## src/rtl/adcsel_pkg.sv

```systemverilog
package adcsel_pkg;

   // ==========================================================
   // register map: printed offsets are indices, byte address = 4 * index
   localparam int          ADDR_W       = 12;
   localparam logic [7:0]  CTRL_IDX     = 8'he8;
   localparam logic [7:0]  SEL_IDX      = 8'hbb;
   localparam logic [7:0]  CFG_IDX      = 8'hbc;
   localparam logic [7:0]  DATA_IDX     = 8'hbf;
   localparam logic [ADDR_W-1:0] CTRL_ADDR = {2'h0, CTRL_IDX, 2'h0};
   localparam logic [ADDR_W-1:0] SEL_ADDR  = {2'h0, SEL_IDX, 2'h0};
   localparam logic [ADDR_W-1:0] CFG_ADDR  = {2'h0, CFG_IDX, 2'h0};
   localparam logic [ADDR_W-1:0] DATA_ADDR = {2'h0, DATA_IDX, 2'h0};

   // ==========================================================
   // reset values
   localparam logic [7:0]  CTRL_RST     = 8'h00;
   localparam logic [7:0]  SEL_RST      = 8'h00;
   localparam logic [7:0]  CFG_RST      = 8'h60;
   localparam logic [7:0]  DATA_RST     = 8'h00;

   // ==========================================================
   // field positions
   localparam int          CTRL_EN_BIT   = 7;
   localparam int          CTRL_TM_BIT   = 6;
   localparam int          CTRL_INT_BIT  = 5;
   localparam int          CTRL_BUSY_BIT = 4;
   localparam int          CTRL_STM_LSB  = 2;
   localparam int          CTRL_WIN_BIT  = 1;
   localparam int          CTRL_LJ_BIT   = 0;
   localparam int          SEL_MUXEN_BIT = 5;
   localparam int          SEL_PRT_LSB   = 3;
   localparam int          SEL_PIN_LSB   = 0;
   localparam int          CFG_SC_LSB    = 5;
   localparam int          CFG_GAIN_LSB  = 0;

   // ==========================================================
   // start modes, gain lines, timing
   localparam logic [1:0]  STM_SW        = 2'h0;
   localparam logic [1:0]  STM_TIMER     = 2'h3;
   localparam int          GAIN_HALF     = 0;
   localparam int          GAIN_X1       = 1;
   localparam int          GAIN_X2       = 2;
   localparam int          GAIN_X4       = 3;
   localparam int          GAIN_X8       = 4;
   localparam int          GAIN_X16      = 5;
   localparam int          GAIN_N        = 6;
   localparam int          RES_W         = 8;
   localparam logic [3:0]  CONV_SAR_CLKS = 4'hb;

   typedef enum logic {ST_IDLE, ST_CONV} adcsel_conv_e;

   typedef struct packed {
      logic              hsel;
      logic [31:0]       haddr;
      logic [1:0]        htrans;
      logic              hwrite;
      logic [2:0]        hsize;
      logic [31:0]       hwdata;
      logic              hready;
   } adcsel_ahb_req_s;

   typedef struct packed {
      logic              hreadyout;
      logic              hresp;
      logic [31:0]       hrdata;
   } adcsel_ahb_rsp_s;

   typedef struct packed {
      logic              en;
      logic              tm;
      logic              int_flag;
      logic [1:0]        stm;
      logic              win;
      logic              ljst;
      logic              mux_en;
      logic [1:0]        prt;
      logic [2:0]        pin;
      logic [2:0]        sc;
      logic [2:0]        gain;
      logic [RES_W-1:0]  data;
      adcsel_conv_e      conv;
      logic [3:0]        div_cnt;
      logic [3:0]        bit_cnt;
      logic [RES_W-1:0]  res_s1;
      logic [RES_W-1:0]  res_s2;
      logic              ap_valid;
      logic              ap_write;
      logic [ADDR_W-1:0] ap_addr;
      logic [31:0]       rdata;
   } adcsel_state_s;

endpackage

```

## src/rtl/adcsel_decode.sv

```systemverilog
`timescale 1ns/1ps
module adcsel_decode (
   input  wire logic        mux_en,
   input  wire logic [1:0]  prt,
   input  wire logic [2:0]  pin,
   input  wire logic [2:0]  gain,
   output logic      [31:0] pin_sel,
   output logic      [5:0]  gain_sel
);
   import adcsel_pkg::*;

   // ==========================================================
   // pin routing: one line per port pin, none while the mux is off
   for (genvar i = 0; i < 32; i++) begin : g_pin
      assign pin_sel[i] = mux_en && ({prt, pin} == 5'(i));
   end

   // ==========================================================
   // gain decode
   always_comb begin
      gain_sel = '0;
      case (gain)
         3'h0:        gain_sel[GAIN_X1]   = 1'b1;
         3'h1:        gain_sel[GAIN_X2]   = 1'b1;
         3'h2:        gain_sel[GAIN_X4]   = 1'b1;
         3'h3:        gain_sel[GAIN_X8]   = 1'b1;
         3'h4, 3'h5:  gain_sel[GAIN_X16]  = 1'b1;
         default:     gain_sel[GAIN_HALF] = 1'b1;
      endcase
   end

endmodule

```

## src/rtl/adcsel_top.sv

```systemverilog
// Overview of operation
// conversion results are eight bits wide, latched into the data register
// converter, track-and-hold and gain stage run only while subsystem enable is 1
// input select register picks any pin of ports 0 to 3
// with mux enabled, input comes from selected pin of selected port
// gain field of config register sets gain: 0.5, 1, 2, 4, 8, 16
// gain stage resets to gain 1
// no pin reaches the converter while mux enable is 0
// port field 00..11 selects port 0..3
// pin field 000..111 selects pin 0..7 of that port
// gain code 000=1, 001=2, 010=4, 011=8, 10x=16, 11x=0.5
// while disabled, starts are ignored and status flags stay unchanged
`timescale 1ns/1ps
module adcsel_top (
   input  wire logic                        clock,
   input  wire logic                        arst_n,
   input  wire adcsel_pkg::adcsel_ahb_req_s ahb_req,
   output adcsel_pkg::adcsel_ahb_rsp_s      ahb_rsp,
   input  wire logic                        timer_ovf,
   input  wire logic [7:0]                  sar_result,
   output logic                             analog_en,
   output logic                             conv_busy,
   output logic [31:0]                      pin_sel,
   output logic [5:0]                       gain_sel
);
   import adcsel_pkg::*;

   adcsel_state_s s_q;
   adcsel_state_s s_d;
   logic          ap_take;
   logic          ctrl_wr;
   logic          sw_start;
   logic          start;
   logic          sar_tick;
   logic [3:0]    div_max;
   logic [7:0]    wb;

   // ==========================================================
   // next state
   always_comb begin
      s_d      = s_q;
      ctrl_wr  = 1'b0;
      sw_start = 1'b0;
      wb       = ahb_req.hwdata[7:0];
      ap_take  = ahb_req.hsel && ahb_req.hready && ahb_req.htrans[1];
      // settled analog word; held stable by the front end during a conversion
      s_d.res_s1 = sar_result;
      s_d.res_s2 = s_q.res_s1;

      if (s_q.ap_valid && s_q.ap_write) begin
         case (s_q.ap_addr)
            CTRL_ADDR: begin
               ctrl_wr    = 1'b1;
               s_d.en     = wb[CTRL_EN_BIT];
               s_d.tm     = wb[CTRL_TM_BIT];
               s_d.int_flag = wb[CTRL_INT_BIT];
               s_d.stm    = wb[CTRL_STM_LSB +: 2];
               s_d.win    = wb[CTRL_WIN_BIT];
               s_d.ljst   = wb[CTRL_LJ_BIT];
               sw_start   = wb[CTRL_BUSY_BIT];
            end
            SEL_ADDR: begin
               s_d.mux_en = wb[SEL_MUXEN_BIT];
               s_d.prt    = wb[SEL_PRT_LSB +: 2];
               s_d.pin    = wb[SEL_PIN_LSB +: 3];
            end
            CFG_ADDR: begin
               s_d.sc     = wb[CFG_SC_LSB +: 3];
               s_d.gain   = wb[CFG_GAIN_LSB +: 3];
            end
            DATA_ADDR: s_d.data = wb;
            default: ;
         endcase
      end

      // sar clock: 1, 2, 4, 8 or 16 system clocks
      case (s_q.sc)
         3'h0:    div_max = 4'h0;
         3'h1:    div_max = 4'h1;
         3'h2:    div_max = 4'h3;
         3'h3:    div_max = 4'h7;
         default: div_max = 4'hf;
      endcase
      sar_tick = (s_q.div_cnt == div_max);
      // only the enable held before this write counts, so a start in the
      // same write as the enable is refused
      start = s_q.en && ((sw_start && s_q.stm == STM_SW) ||
                         (timer_ovf && s_q.stm == STM_TIMER));

      if (s_q.en) begin
         case (s_q.conv)
            ST_IDLE: begin
               if (start) begin
                  s_d.conv    = ST_CONV;
                  s_d.div_cnt = '0;
                  s_d.bit_cnt = '0;
               end
            end
            ST_CONV: begin
               s_d.div_cnt = sar_tick ? 4'h0 : s_q.div_cnt + 4'h1;
               if (sar_tick) begin
                  if (s_q.bit_cnt == CONV_SAR_CLKS - 4'h1) begin
                     s_d.conv     = ST_IDLE;
                     s_d.data     = s_q.res_s2;
                     s_d.int_flag = 1'b1; // set wins over a same-cycle clear
                  end else begin
                     s_d.bit_cnt = s_q.bit_cnt + 4'h1;
                  end
               end
            end
            default: s_d.conv = ST_IDLE;
         endcase
      end

      // ahb address phase; read data built from post-write values
      s_d.ap_valid = ap_take;
      if (ap_take) begin
         s_d.ap_write = ahb_req.hwrite;
         s_d.ap_addr  = ahb_req.haddr[ADDR_W-1:0];
         if (!ahb_req.hwrite) begin
            case (ahb_req.haddr[ADDR_W-1:0])
               CTRL_ADDR: s_d.rdata = {24'h0, s_d.en, s_d.tm, s_d.int_flag,
                                       (s_d.conv == ST_CONV), s_d.stm, s_d.win, s_d.ljst};
               SEL_ADDR:  s_d.rdata = {26'h0, s_d.mux_en, s_d.prt, s_d.pin};
               CFG_ADDR:  s_d.rdata = {24'h0, s_d.sc, 2'h0, s_d.gain};
               DATA_ADDR: s_d.rdata = {24'h0, s_d.data};
               default:   s_d.rdata = 32'h0;
            endcase
         end
      end
   end

   // ==========================================================
   // state register
   always_ff @(posedge clock or negedge arst_n) begin
      if (!arst_n) begin
         s_q          <= '0;
         s_q.en       <= CTRL_RST[CTRL_EN_BIT];
         s_q.stm      <= CTRL_RST[CTRL_STM_LSB +: 2];
         s_q.mux_en   <= SEL_RST[SEL_MUXEN_BIT];
         s_q.sc       <= CFG_RST[CFG_SC_LSB +: 3];
         s_q.gain     <= CFG_RST[CFG_GAIN_LSB +: 3];
         s_q.data     <= DATA_RST;
         s_q.conv     <= ST_IDLE;
      end else begin
         s_q <= s_d;
      end
   end

   // ==========================================================
   // outputs
   assign ahb_rsp.hreadyout = 1'b1;
   assign ahb_rsp.hresp     = 1'b0;
   assign ahb_rsp.hrdata    = s_q.rdata;
   assign analog_en         = s_q.en;
   assign conv_busy         = (s_q.conv == ST_CONV);

   adcsel_decode u_decode (
      .mux_en   (s_q.mux_en),
      .prt      (s_q.prt),
      .pin      (s_q.pin),
      .gain     (s_q.gain),
      .pin_sel  (pin_sel),
      .gain_sel (gain_sel)
   );

   // ==========================================================
   // checks
   logic cfg_written_q;
   always_ff @(posedge clock or negedge arst_n) begin
      if (!arst_n) begin
         cfg_written_q <= 1'b0;
      end else if (s_q.ap_valid && s_q.ap_write && s_q.ap_addr == CFG_ADDR) begin
         cfg_written_q <= 1'b1;
      end
   end
endmodule

```

## config.mk

```make
export PLATFORM = sky130hd
export DESIGN_NAME = adcsel_top
export DESIGN_NICKNAME = d
export VERILOG_FILES = /design/src/rtl/adcsel_pkg.sv /design/src/rtl/adcsel_decode.sv /design/src/rtl/adcsel_top.sv
export SDC_FILE = /design/constraint.sdc
export NUM_CORES = 1
export LEC_CHECK = 0
export ABC_AREA = 1
export BUFFER_PORTS_ARGS = -buffer_cell sky130_fd_sc_hd__buf_4
export CAP_MARGIN = 20
export CORE_MARGIN = 2
export CORE_UTILIZATION = 46
export CTS_BUF_LIST = sky130_fd_sc_hd__clkbuf_8
export CTS_CLUSTER_SIZE = 24
export DETAILED_ROUTE_END_ITERATION = 12
export GPL_TIMING_DRIVEN = 0
export PLACE_DENSITY = 0.78
export SYNTH_ARGS = -nofsm -noshare
export SYNTH_HDL_FRONTEND = slang
export SYNTH_SLANG_ARGS = --single-unit
```

## constraint.sdc

```tcl
create_clock -name clock -period 1.7 [get_ports clock]
set_input_delay 0.34 -clock clock [delete_from_list [all_inputs] [get_ports clock]]
set_output_delay 0.34 -clock clock [all_outputs]
set_load 0.05 [all_outputs]
```

==> reports/summary.txt, run 1 <==
number of cell rows: 34
Post-synth EDFFs: 0
first-pass GRT wire length: 17000 um
Hold WC Path Type: primary input to flip-flop
Avg Inst Size Synth: 7.40 sq um
cell taking the most area after synthesis: dfrtp_1
nature of the critical path endpoint: output pin
Clk pin slew, worst setup/hold paths: 90 ps
failing checks: negative setup slack
max_cap viols: 0
flops & latches, synth: 74
core area: 8810 sq um
worst-skew pair later-pin latency: 360 ps
Hold Path Depth: 1
RSZ-0062 raised after global routing: yes
DR vias: 4090
GRT Total Usage: 21.6%
setup ws final: -133 ps
IO Pins: 157
setup_tns: -3020 ps
Metal-1 WL: 4610 um
CTS max path bufs: 2
Distinct cells, synth: 35
CTS tree: done
Leak: 3.27 nW
total power: 4.29 mW
Data arrival, critical path: 1490 ps
post-layout util: 70.4%
Initial Util: 47.7%
share of cells above drive strength 1: 43.9%
worst-path maximum fanout: 5
Least-Margin Pin Slew: 902 ps
Die Area: 9920 sq um
cell total after placement: 782
vias in the first global route: 3709
WL met2: 6120 um
Post-Syn Area: 4200 sq um
endpoints failing setup: 46
worst hold slack: 78.0 ps
Async SR Flop Fraction: 100%
Tcrit/Tclk final: 108%
fmax: 0.545 GHz
Placement Setup Slack: -275 ps
startpoint types: flip-flop
final instance area: 6200 sq um
register area: 1860 sq um
list of most frequent post-synthesis cells: 181 x nand2_1, 72 x dfrtp_1, 64 x nor2_1, 63 x inv_1, 39 x nand3_1
required time of the worst setup path: 1360 ps
Port Buffer Count: 82
clock root cell: clkbuf_8
DRC: 0
main flop type after synthesis: dfrtp_1
Synthesis Warnings: 0
Detail Route Antenna Nets: 0
DR iter-0 viols: 251
multi-input logic area: 2300 sq um
Routed wire per std cell: 14.0 um
Die Span Y: 99.6 um
Crit Path Class: flip-flop to output pin
vias per cell: 4.90
Max Used Layer: met4
peak supply drop: 483 uV
DRT Pass-1 Iters: 5
total CTS buffers: 9
final WL: 11600 um
largest net degree at the start of global routing: 75
most common cell in the netlist: nand2_1
gr ovfl total: 0
synthesis-to-finish area growth: 47.5%
Fin. Hold Viols: 0
sequential-to-total area share from yosys stat: 44.1%
Slew headroom: 39.9%
WL met3: 628 um
nets@finish: 808
# clock sinks: 74
width of the chip: 99.6 um
detailed placement HPWL: 7690 um
cells after synthesis: 568
n_diodes: 0
Layout fillers: 706
worst r2r path cells: 13
cts hold-fix bufs: 0
placed cell area: 5100 sq um
Final Slew Violations: 0
clk_skew: 10.4 ps
Pwr Density: 692 nW/um^2
initial antenna violation count: 0
Synth area leaders: dfrtp_1 43%, nand2_1 16%, buf_4 6.1%
share of the synthesized area in the top cell type: 42.9%
fin crit period: 1830 ps
Final GP Congestion: 0.906
outcome: finished with violations
Final Non-Filler Cells: 835
htree depth: 3
==> critical path: stages, from the launching register on <==
cell	delay (ps)
dfrtp_2	480
nor2_4	210
nand2_1	130
nor2_2	140
buf_6	180
==> metal layers <==
metal	vias to the layer above	track usage, %
met4	0	6.11
met2	161	37.8
met5	-	0
li1	1999	-
met1	1904	26.8
met3	26	5.13
==> sequential cells by signal (all words and copies together), names as in the netlist <==
register and cells:
s_q 56, ahb_rsp 8, s_d 8, analog_en 1, conv_busy 1
==> cell usage in the layout (no fill, tap or decap), types with 26 or more instances in the layout <==
master   instances
dfrtp_1         64
nor2_4          27
nand2_2         33
buf_4          115
buf_6           32
conb_1          26
nand2_1        149
nand3_1         36
nor2_2          26
inv_1           56
==> worst paths after layout <==
path,slack [ps],endpoint,startpoint
min in group asynchronous,110,s_d[47],arst_n
worst min register to register,350,s_q[51],s_d[51]
worst max register to register,-110,ahb_rsp[5],s_q[84]
max in group asynchronous,950,s_q[86],arst_n
worst min-delay path,80,s_d[46],sar_result[0]
worst max-delay path,-130,pin_sel[20],s_q[85]
==> power by group <==
part / internal, mW / switching, mW / leakage [nW] / total, mW
logic: 0.274 / 0.483 / 2.30 / 0.757
registers: 1.86 / 0.0821 / 0.858 / 1.94
clock network: 0.857 / 0.741 / 0.114 / 1.60
total: 2.99 / 1.31 / 3.27 / 4.29
==> kinds of logic (layout without fill, tap and decap cells) <==
kind of cell	count (synthesis)	in the layout	share of synthesized area [%]
and+or+nand+nor	336	336	35.0
buffers and inverters	111	246	13.3
DFF	74	74	44.1
AOI/OAI and AO/OA	37	37	5.42
xor gates and xnor gates	5	5	1.04
adders and majority gates	3	3	0.893
other	2	26	0.179
==> area by class of cell <==
cell class | instances | share of cell area, %
well taps | 108 | 2.18
clock buffers | 9 | 2.00
multi-input cells | 407 | 37.2
repair buffers | 119 | 17.3
clock inverters | 7 | 1.74
plain buffers | 42 | 5.35
inverters | 69 | 4.26
flip-flops and latches | 74 | 30.1
==> repair_timing <==
item	in CTS	in global routing
buffers inserted	20	14
setup endpoints to repair	51	48
gates cloned	1	2
pin swaps	14	34
gates resized for setup	91	78
Note: power is estimated with default switching activity, not from simulation.
==> run 2: changes to the inputs <==
Settings changed: GPL_TIMING_DRIVEN 0 to default.
==> run 2 against run 1 <==
- the run still ends with negative setup slack left
- core utilization shrank 2.6 points
- cell count shrank 3.8%
- sequential cell count is the same
- sequential power is essentially flat
- clock power shrank 10%
- register-to-register slack gained 30 ps
- hold slack lost 9.8 ps
- clock skew shrank 0.88 ps
- global-route usage grew 0.29 points
- sequential share of layout area grew 1.2 points
- worst setup slack gained 23 ps
- critical path type unchanged
==> reports/summary.txt, run 2 (same netlist as run 1, synthesis figures left out) <==
detailed placement HPWL: 7660 um (-0.30%)
WL met3: 524 um (-17%)
clock root cell: clkbuf_8
clk_skew: 9.49 ps (-0.875 ps)
CTS max path bufs: 2 (unchanged)
Layout fillers: 706 (unchanged)
register area: 1860 sq um (unchanged)
vias per cell: 4.93 (+0.65%)
worst-path maximum fanout: 5 (unchanged)
Clk pin slew, worst setup/hold paths: 90 ps (about the same)
Die Area: 9920 sq um (unchanged)
n_diodes: 0 (unchanged)
required time of the worst setup path: 1360 ps (about the same)
outcome: finished with violations
final WL: 11000 um (-5.4%)
nets@finish: 776 (-4.0%)
number of cell rows: 34 (unchanged)
Final Non-Filler Cells: 803 (-3.8%)
WL met2: 5670 um (-7.4%)
setup_tns: -2440 ps (+580 ps)
cell total after placement: 772 (-1.3%)
DR iter-0 viols: 237 (-5.6%)
Crit Path Class: flip-flop to output pin
share of cells above drive strength 1: 42.4% (-1.4 points)
DRC: 0 (unchanged)
Die Span Y: 99.6 um (unchanged)
# clock sinks: 74 (unchanged)
Detail Route Antenna Nets: 0 (unchanged)
core area: 8810 sq um (unchanged)
Pwr Density: 690 nW/um^2 (-0.37%)
Routed wire per std cell: 13.7 um (-1.7%)
Max Used Layer: met4
Hold WC Path Type: primary input to flip-flop
gr ovfl total: 0 (unchanged)
nature of the critical path endpoint: output pin
Final GP Congestion: 0.923 (+1.8%)
IO Pins: 157 (unchanged)
fin crit period: 1810 ps (-23.2 ps)
max_cap viols: 0 (unchanged)
largest net degree at the start of global routing: 46 (-39%)
Final Slew Violations: 0 (unchanged)
max reg flops: 56 (unchanged)
Leak: 3.07 nW (-5.9%)
multi-input logic area: 2280 sq um (-1.1%)
Reg with most FFs: s_q
RSZ-0062 raised after global routing: yes
total CTS buffers: 9 (unchanged)
failing checks: negative setup slack
first-pass GRT wire length: 17200 um (+1.3%)
htree depth: 3 (unchanged)
GRT Total Usage: 21.9% (+0.29 points)
peak supply drop: 511 uV (+5.7%)
DRT Pass-1 Iters: 5 (unchanged)
Metal-1 WL: 4510 um (-2.4%)
endpoints failing setup: 42 (-8.7%)
DR vias: 3959 (-3.2%)
worst hold slack: 68.3 ps (-9.79 ps)
Data arrival, critical path: 1470 ps (-20 ps)
width of the chip: 99.6 um (unchanged)
CTS tree: done
synthesis-to-finish area growth: 42.1%
worst-skew pair later-pin latency: 370 ps (about the same)
Initial Util: 47.7% (unchanged)
initial antenna violation count: 0 (unchanged)
most frequent cells in the layout: 144 x nand2_1, 83 x buf_4, 64 x dfrtp_1
fmax: 0.552 GHz (+1.3%)
setup ws final: -110 ps (+23.2 ps)
Port Buffer Count: 82 (unchanged)
commonest non-fill, non-tap cell in the layout: nand2_1
vias in the first global route: 3727 (+0.49%)
Fin. Hold Viols: 0 (unchanged)
Tcrit/Tclk final: 106% (-1.4 points)
startpoint types: flip-flop
-- run 2: changes by cell type in the layout (fill, tap and decap cells not counted), moves of 3 or more --
cell      delta
nand3_1      -3
nand2_4      -5
nor2_4       -4
nand2_1      -5
nand2_2     +10
clkbuf_1     -3
clkbuf_8     -3
buf_12       +4
nor2_2       +3
buf_4       -32
-- run 2: critical path, cell delays in order, from the launching register on --
cell and delay, ps:
dfrtp_2 450, inv_2 60, nor2_4 180, nand2_2 120
nor2_2 120, buf_6 160
-- run 2: worst paths after layout --
check | startpoint | endpoint | slack, ps | cells after the start
max | s_q[85] | pin_sel[17] | -110 | 5
min | sar_result[6] | s_d[52] | 70 | 1
max reg2reg | s_q[62] | ahb_rsp[1] | -80 | 12
min reg2reg | s_d[50] | s_q[50] | 350 | 0
max in group asynchronous | arst_n | s_q[44] | 890 | 3
min in group asynchronous | arst_n | s_d[46] | 310 | 2
-- run 2: layout make-up --
class | count | area share, %
timing repair buffer | 129 | 20.5
clock buffer | 9 | 2.07
tap | 108 | 2.26
sequential | 74 | 31.2
multi-input combinational | 407 | 38.2
clock inverter | 7 | 1.40
inverter | 69 | 4.38
-- run 2: through the flow --
step	setup WS (ps)	utilization, %	area, sq um	total power, mW
6_report	-110	67.8	5970	4.12
5_1_grt	-208	67.8	5970	4.31
4_1_cts	-61.3	63.1	5550	4.06
3_5_place_dp	-79.1	57.3	5050	2.59
3_3_place_gp	-68.9	57.3	5050	2.56
2_1_floorplan	-163	-	4350	2.38
-- run 2: per-layer routing --
metal | global-route usage (%) | vias up
li1 | - | 1942
met1 | 27.1 | 1846
met2 | 38.0 | 146
met3 | 3.79 | 25
met4 | 8.85 | 0
met5 | 0 | -
-- run 2: what timing repair did --
item                                   in CTS  in global routing
setup endpoints to repair                  45                 49
endpoints found under the hold margin       6                  0
pin swaps                                  16                 33
hold buffers                                1                  0
gates cloned                                0                  1
gates resized for setup                    75                 96
buffers inserted                            5                  8
-- run 2: power breakdown --
group | total, mW | switching, mW | internal [mW]
clock | 1.44 | 0.737 | 0.702
combinational | 0.746 | 0.492 | 0.254
sequential | 1.93 | 0.0781 | 1.86
total | 4.12 | 1.31 | 2.81
==> run 3: changes to the inputs <==
Settings changed: PLACE_DENSITY 0.78 to 0.84.
==> run 3 against run 2 <==
- the run still ends with negative setup slack left
- clock skew is 2.4 ps lower
- sequential share of layout area down 0.16 points
- non-clock buffer count increased by 9
==> reports/summary.txt, run 3 (same netlist as run 1, synthesis figures left out) <==
setup_tns: -2180 ps (+262 ps)
total power: 4.12 mW (about the same)
nature of the critical path endpoint: output pin
Worst R2R Start: s_q[44]
Clk pin slew, worst setup/hold paths: 90 ps (about the same)
endpoints failing setup: 45 (+7.1%)
Port Buffer Count: 82 (unchanged)
Reg with most FFs: s_q
commonest non-fill, non-tap cell in the layout: nand2_1
Placement Setup Slack: -157 ps (-77.9 ps)
clk_skew: 7.12 ps (-2.37 ps)
fin crit period: 1800 ps (-5.15 ps)
Layout fillers: 669 (-5.2%)
vias in the first global route: 3812 (+2.3%)
number of cell rows: 34 (unchanged)
DRC: 0 (unchanged)
gr ovfl total: 0 (unchanged)
Die Area: 9920 sq um (unchanged)
max reg flops: 56 (unchanged)
DRT Pass-1 Iters: 5 (unchanged)
CTS tree: done
worst-skew pair later-pin latency: 360 ps (about the same)
final WL: 11300 um (+2.2%)
RSZ-0062 raised after global routing: yes
hold path start: sar_result[6]
fmax: 0.554 GHz (+0.29%)
required time of the worst setup path: 1360 ps (about the same)
initial antenna violation count: 0 (unchanged)
Detail Route Antenna Nets: 0 (unchanged)
worst-path maximum fanout: 5 (unchanged)
Final GP Congestion: 0.887 (-3.9%)
Initial Util: 47.7% (unchanged)
failing checks: negative setup slack
flop2flop setup slack: -90 ps (about the same)
Final Slew Violations: 0 (unchanged)
Data arrival, critical path: 1460 ps (about the same)
detailed placement HPWL: 7770 um (+1.4%)
share of cells above drive strength 1: 43.5% (+1.0 points)
Die Span Y: 99.6 um (unchanged)
htree depth: 3 (unchanged)
nets@finish: 787 (+1.4%)
CP Cell Sequence: inv_2 > nor2_4 > nand2_2 > nor2_2 > buf_6
GRT Total Usage: 22.6% (+0.69 points)
IO Pins: 157 (unchanged)
peak supply drop: 545 uV (+6.6%)
CTS max path bufs: 2 (unchanged)
Least-Margin Pin Slew: 521 ps
vias per cell: 4.96 (+0.67%)
Crit Path Class: flip-flop to output pin
worst r2r path cells: 14 (+2)
total CTS buffers: 9 (unchanged)
width of the chip: 99.6 um (unchanged)
final instance area: 6000 sq um (+0.46%)
Critical R2R Capture: ahb_rsp[7]
Pwr Density: 686 nW/um^2 (-0.54%)
startpoint types: flip-flop
register area: 1860 sq um (about the same)
DR iter-0 viols: 285 (+20%)
setup ws final: -105 ps (+5.15 ps)
core area: 8810 sq um (unchanged)
n_diodes: 0 (unchanged)
outcome: finished with violations
Tcrit/Tclk final: 106% (-0.30 points)
Slew headroom: 65.0%
first-pass GRT wire length: 17600 um (+2.5%)
Routed wire per std cell: 13.8 um (+0.80%)
synthesis-to-finish area growth: 42.8%
clock root cell: clkbuf_8
max_cap viols: 0 (unchanged)
Leak: 3.09 nW (+0.60%)
Critical Path Max Stage Delay: 460 ps (about the same)
worst hold slack: 80.6 ps (+12.3 ps)
DR vias: 4040 (+2.0%)
Hold EP: s_d[52]
largest net degree at the start of global routing: 48 (+4.3%)
multi-input logic area: 2300 sq um (+0.99%)
critical path's slowest cell: dfrtp_2
# clock sinks: 74 (unchanged)
Fin. Hold Viols: 0 (unchanged)
placed cell area: 5080 sq um (+0.59%)
Hold WC Path Type: primary input to flip-flop
most frequent cells in the layout: 143 x nand2_1, 97 x buf_4, 65 x dfrtp_1
Hold Path Depth: 1 (unchanged)
==> run 3: report_power, final <==
part,switching (mW),leakage [nW],internal [mW]
Combinational,0.473,2.13,0.256
Sequential,0.0811,0.858,1.86
Clock,0.745,0.103,0.706
Total,1.30,3.09,2.82
==> run 3: what timing repair did <==
action | in CTS | in global routing
pin swaps | 20 | 37
setup buffers | 8 | 11
gates resized for setup | 101 | 55
endpoints found under the hold margin | 24 | 0
gates cloned | 2 | 0
setup endpoints to repair | 47 | 49
hold buffers | 1 | 0
==> run 3: final cells by class <==
class | instances | area share [%]
repair buffers | 138 | 20.5
flip-flops and latches | 74 | 31.1
clock inverters | 7 | 1.40
inverters | 69 | 4.40
clock buffers | 9 | 2.06
multi-input cells | 409 | 38.4
well taps | 108 | 2.25
==> run 3: metrics by stage <==
| stage | util (%) | std cells |
|---|---|---|
| 2_1_floorplan | - | 592 |
| 3_3_place_gp | 57.7 | 776 |
| 3_5_place_dp | 57.7 | 776 |
| 4_1_cts | 64.9 | 803 |
| 5_1_grt | 68.1 | 814 |
| 6_report | 68.1 | 814 |
==> run 3: critical path: cells and delay by family, from the launching register on <==
kind / cells / cell delay [ps]
DFF: 1 / 460
and+or+nand+nor: 3 / 410
buffers and inverters: 2 / 240
==> run 3: routing by layer <==
layer	track usage (%)	wire length (um)	vias to the layer above	part of all wire (%)
li1	-	-	1969	-
met1	26.4	4280	1876	38
met2	41.1	6020	174	53
met3	3.37	707	21	6.3
met4	9.69	252	0	2.2
met5	0	0	-	0
==> run 3: how the worst max path moves through the flow <==
stage,start,slack (ps),endpoint
finish,s_q[86],-100,pin_sel[22]
global route,s_q[44],-210,ahb_rsp[2]
detailed placement,s_q[43],-160,ahb_rsp[2]
CTS,s_q[86],-60,pin_sel[2]
global placement,s_q[43],-70,ahb_rsp[2]
floorplan,s_q[81],-160,gain_sel[1]
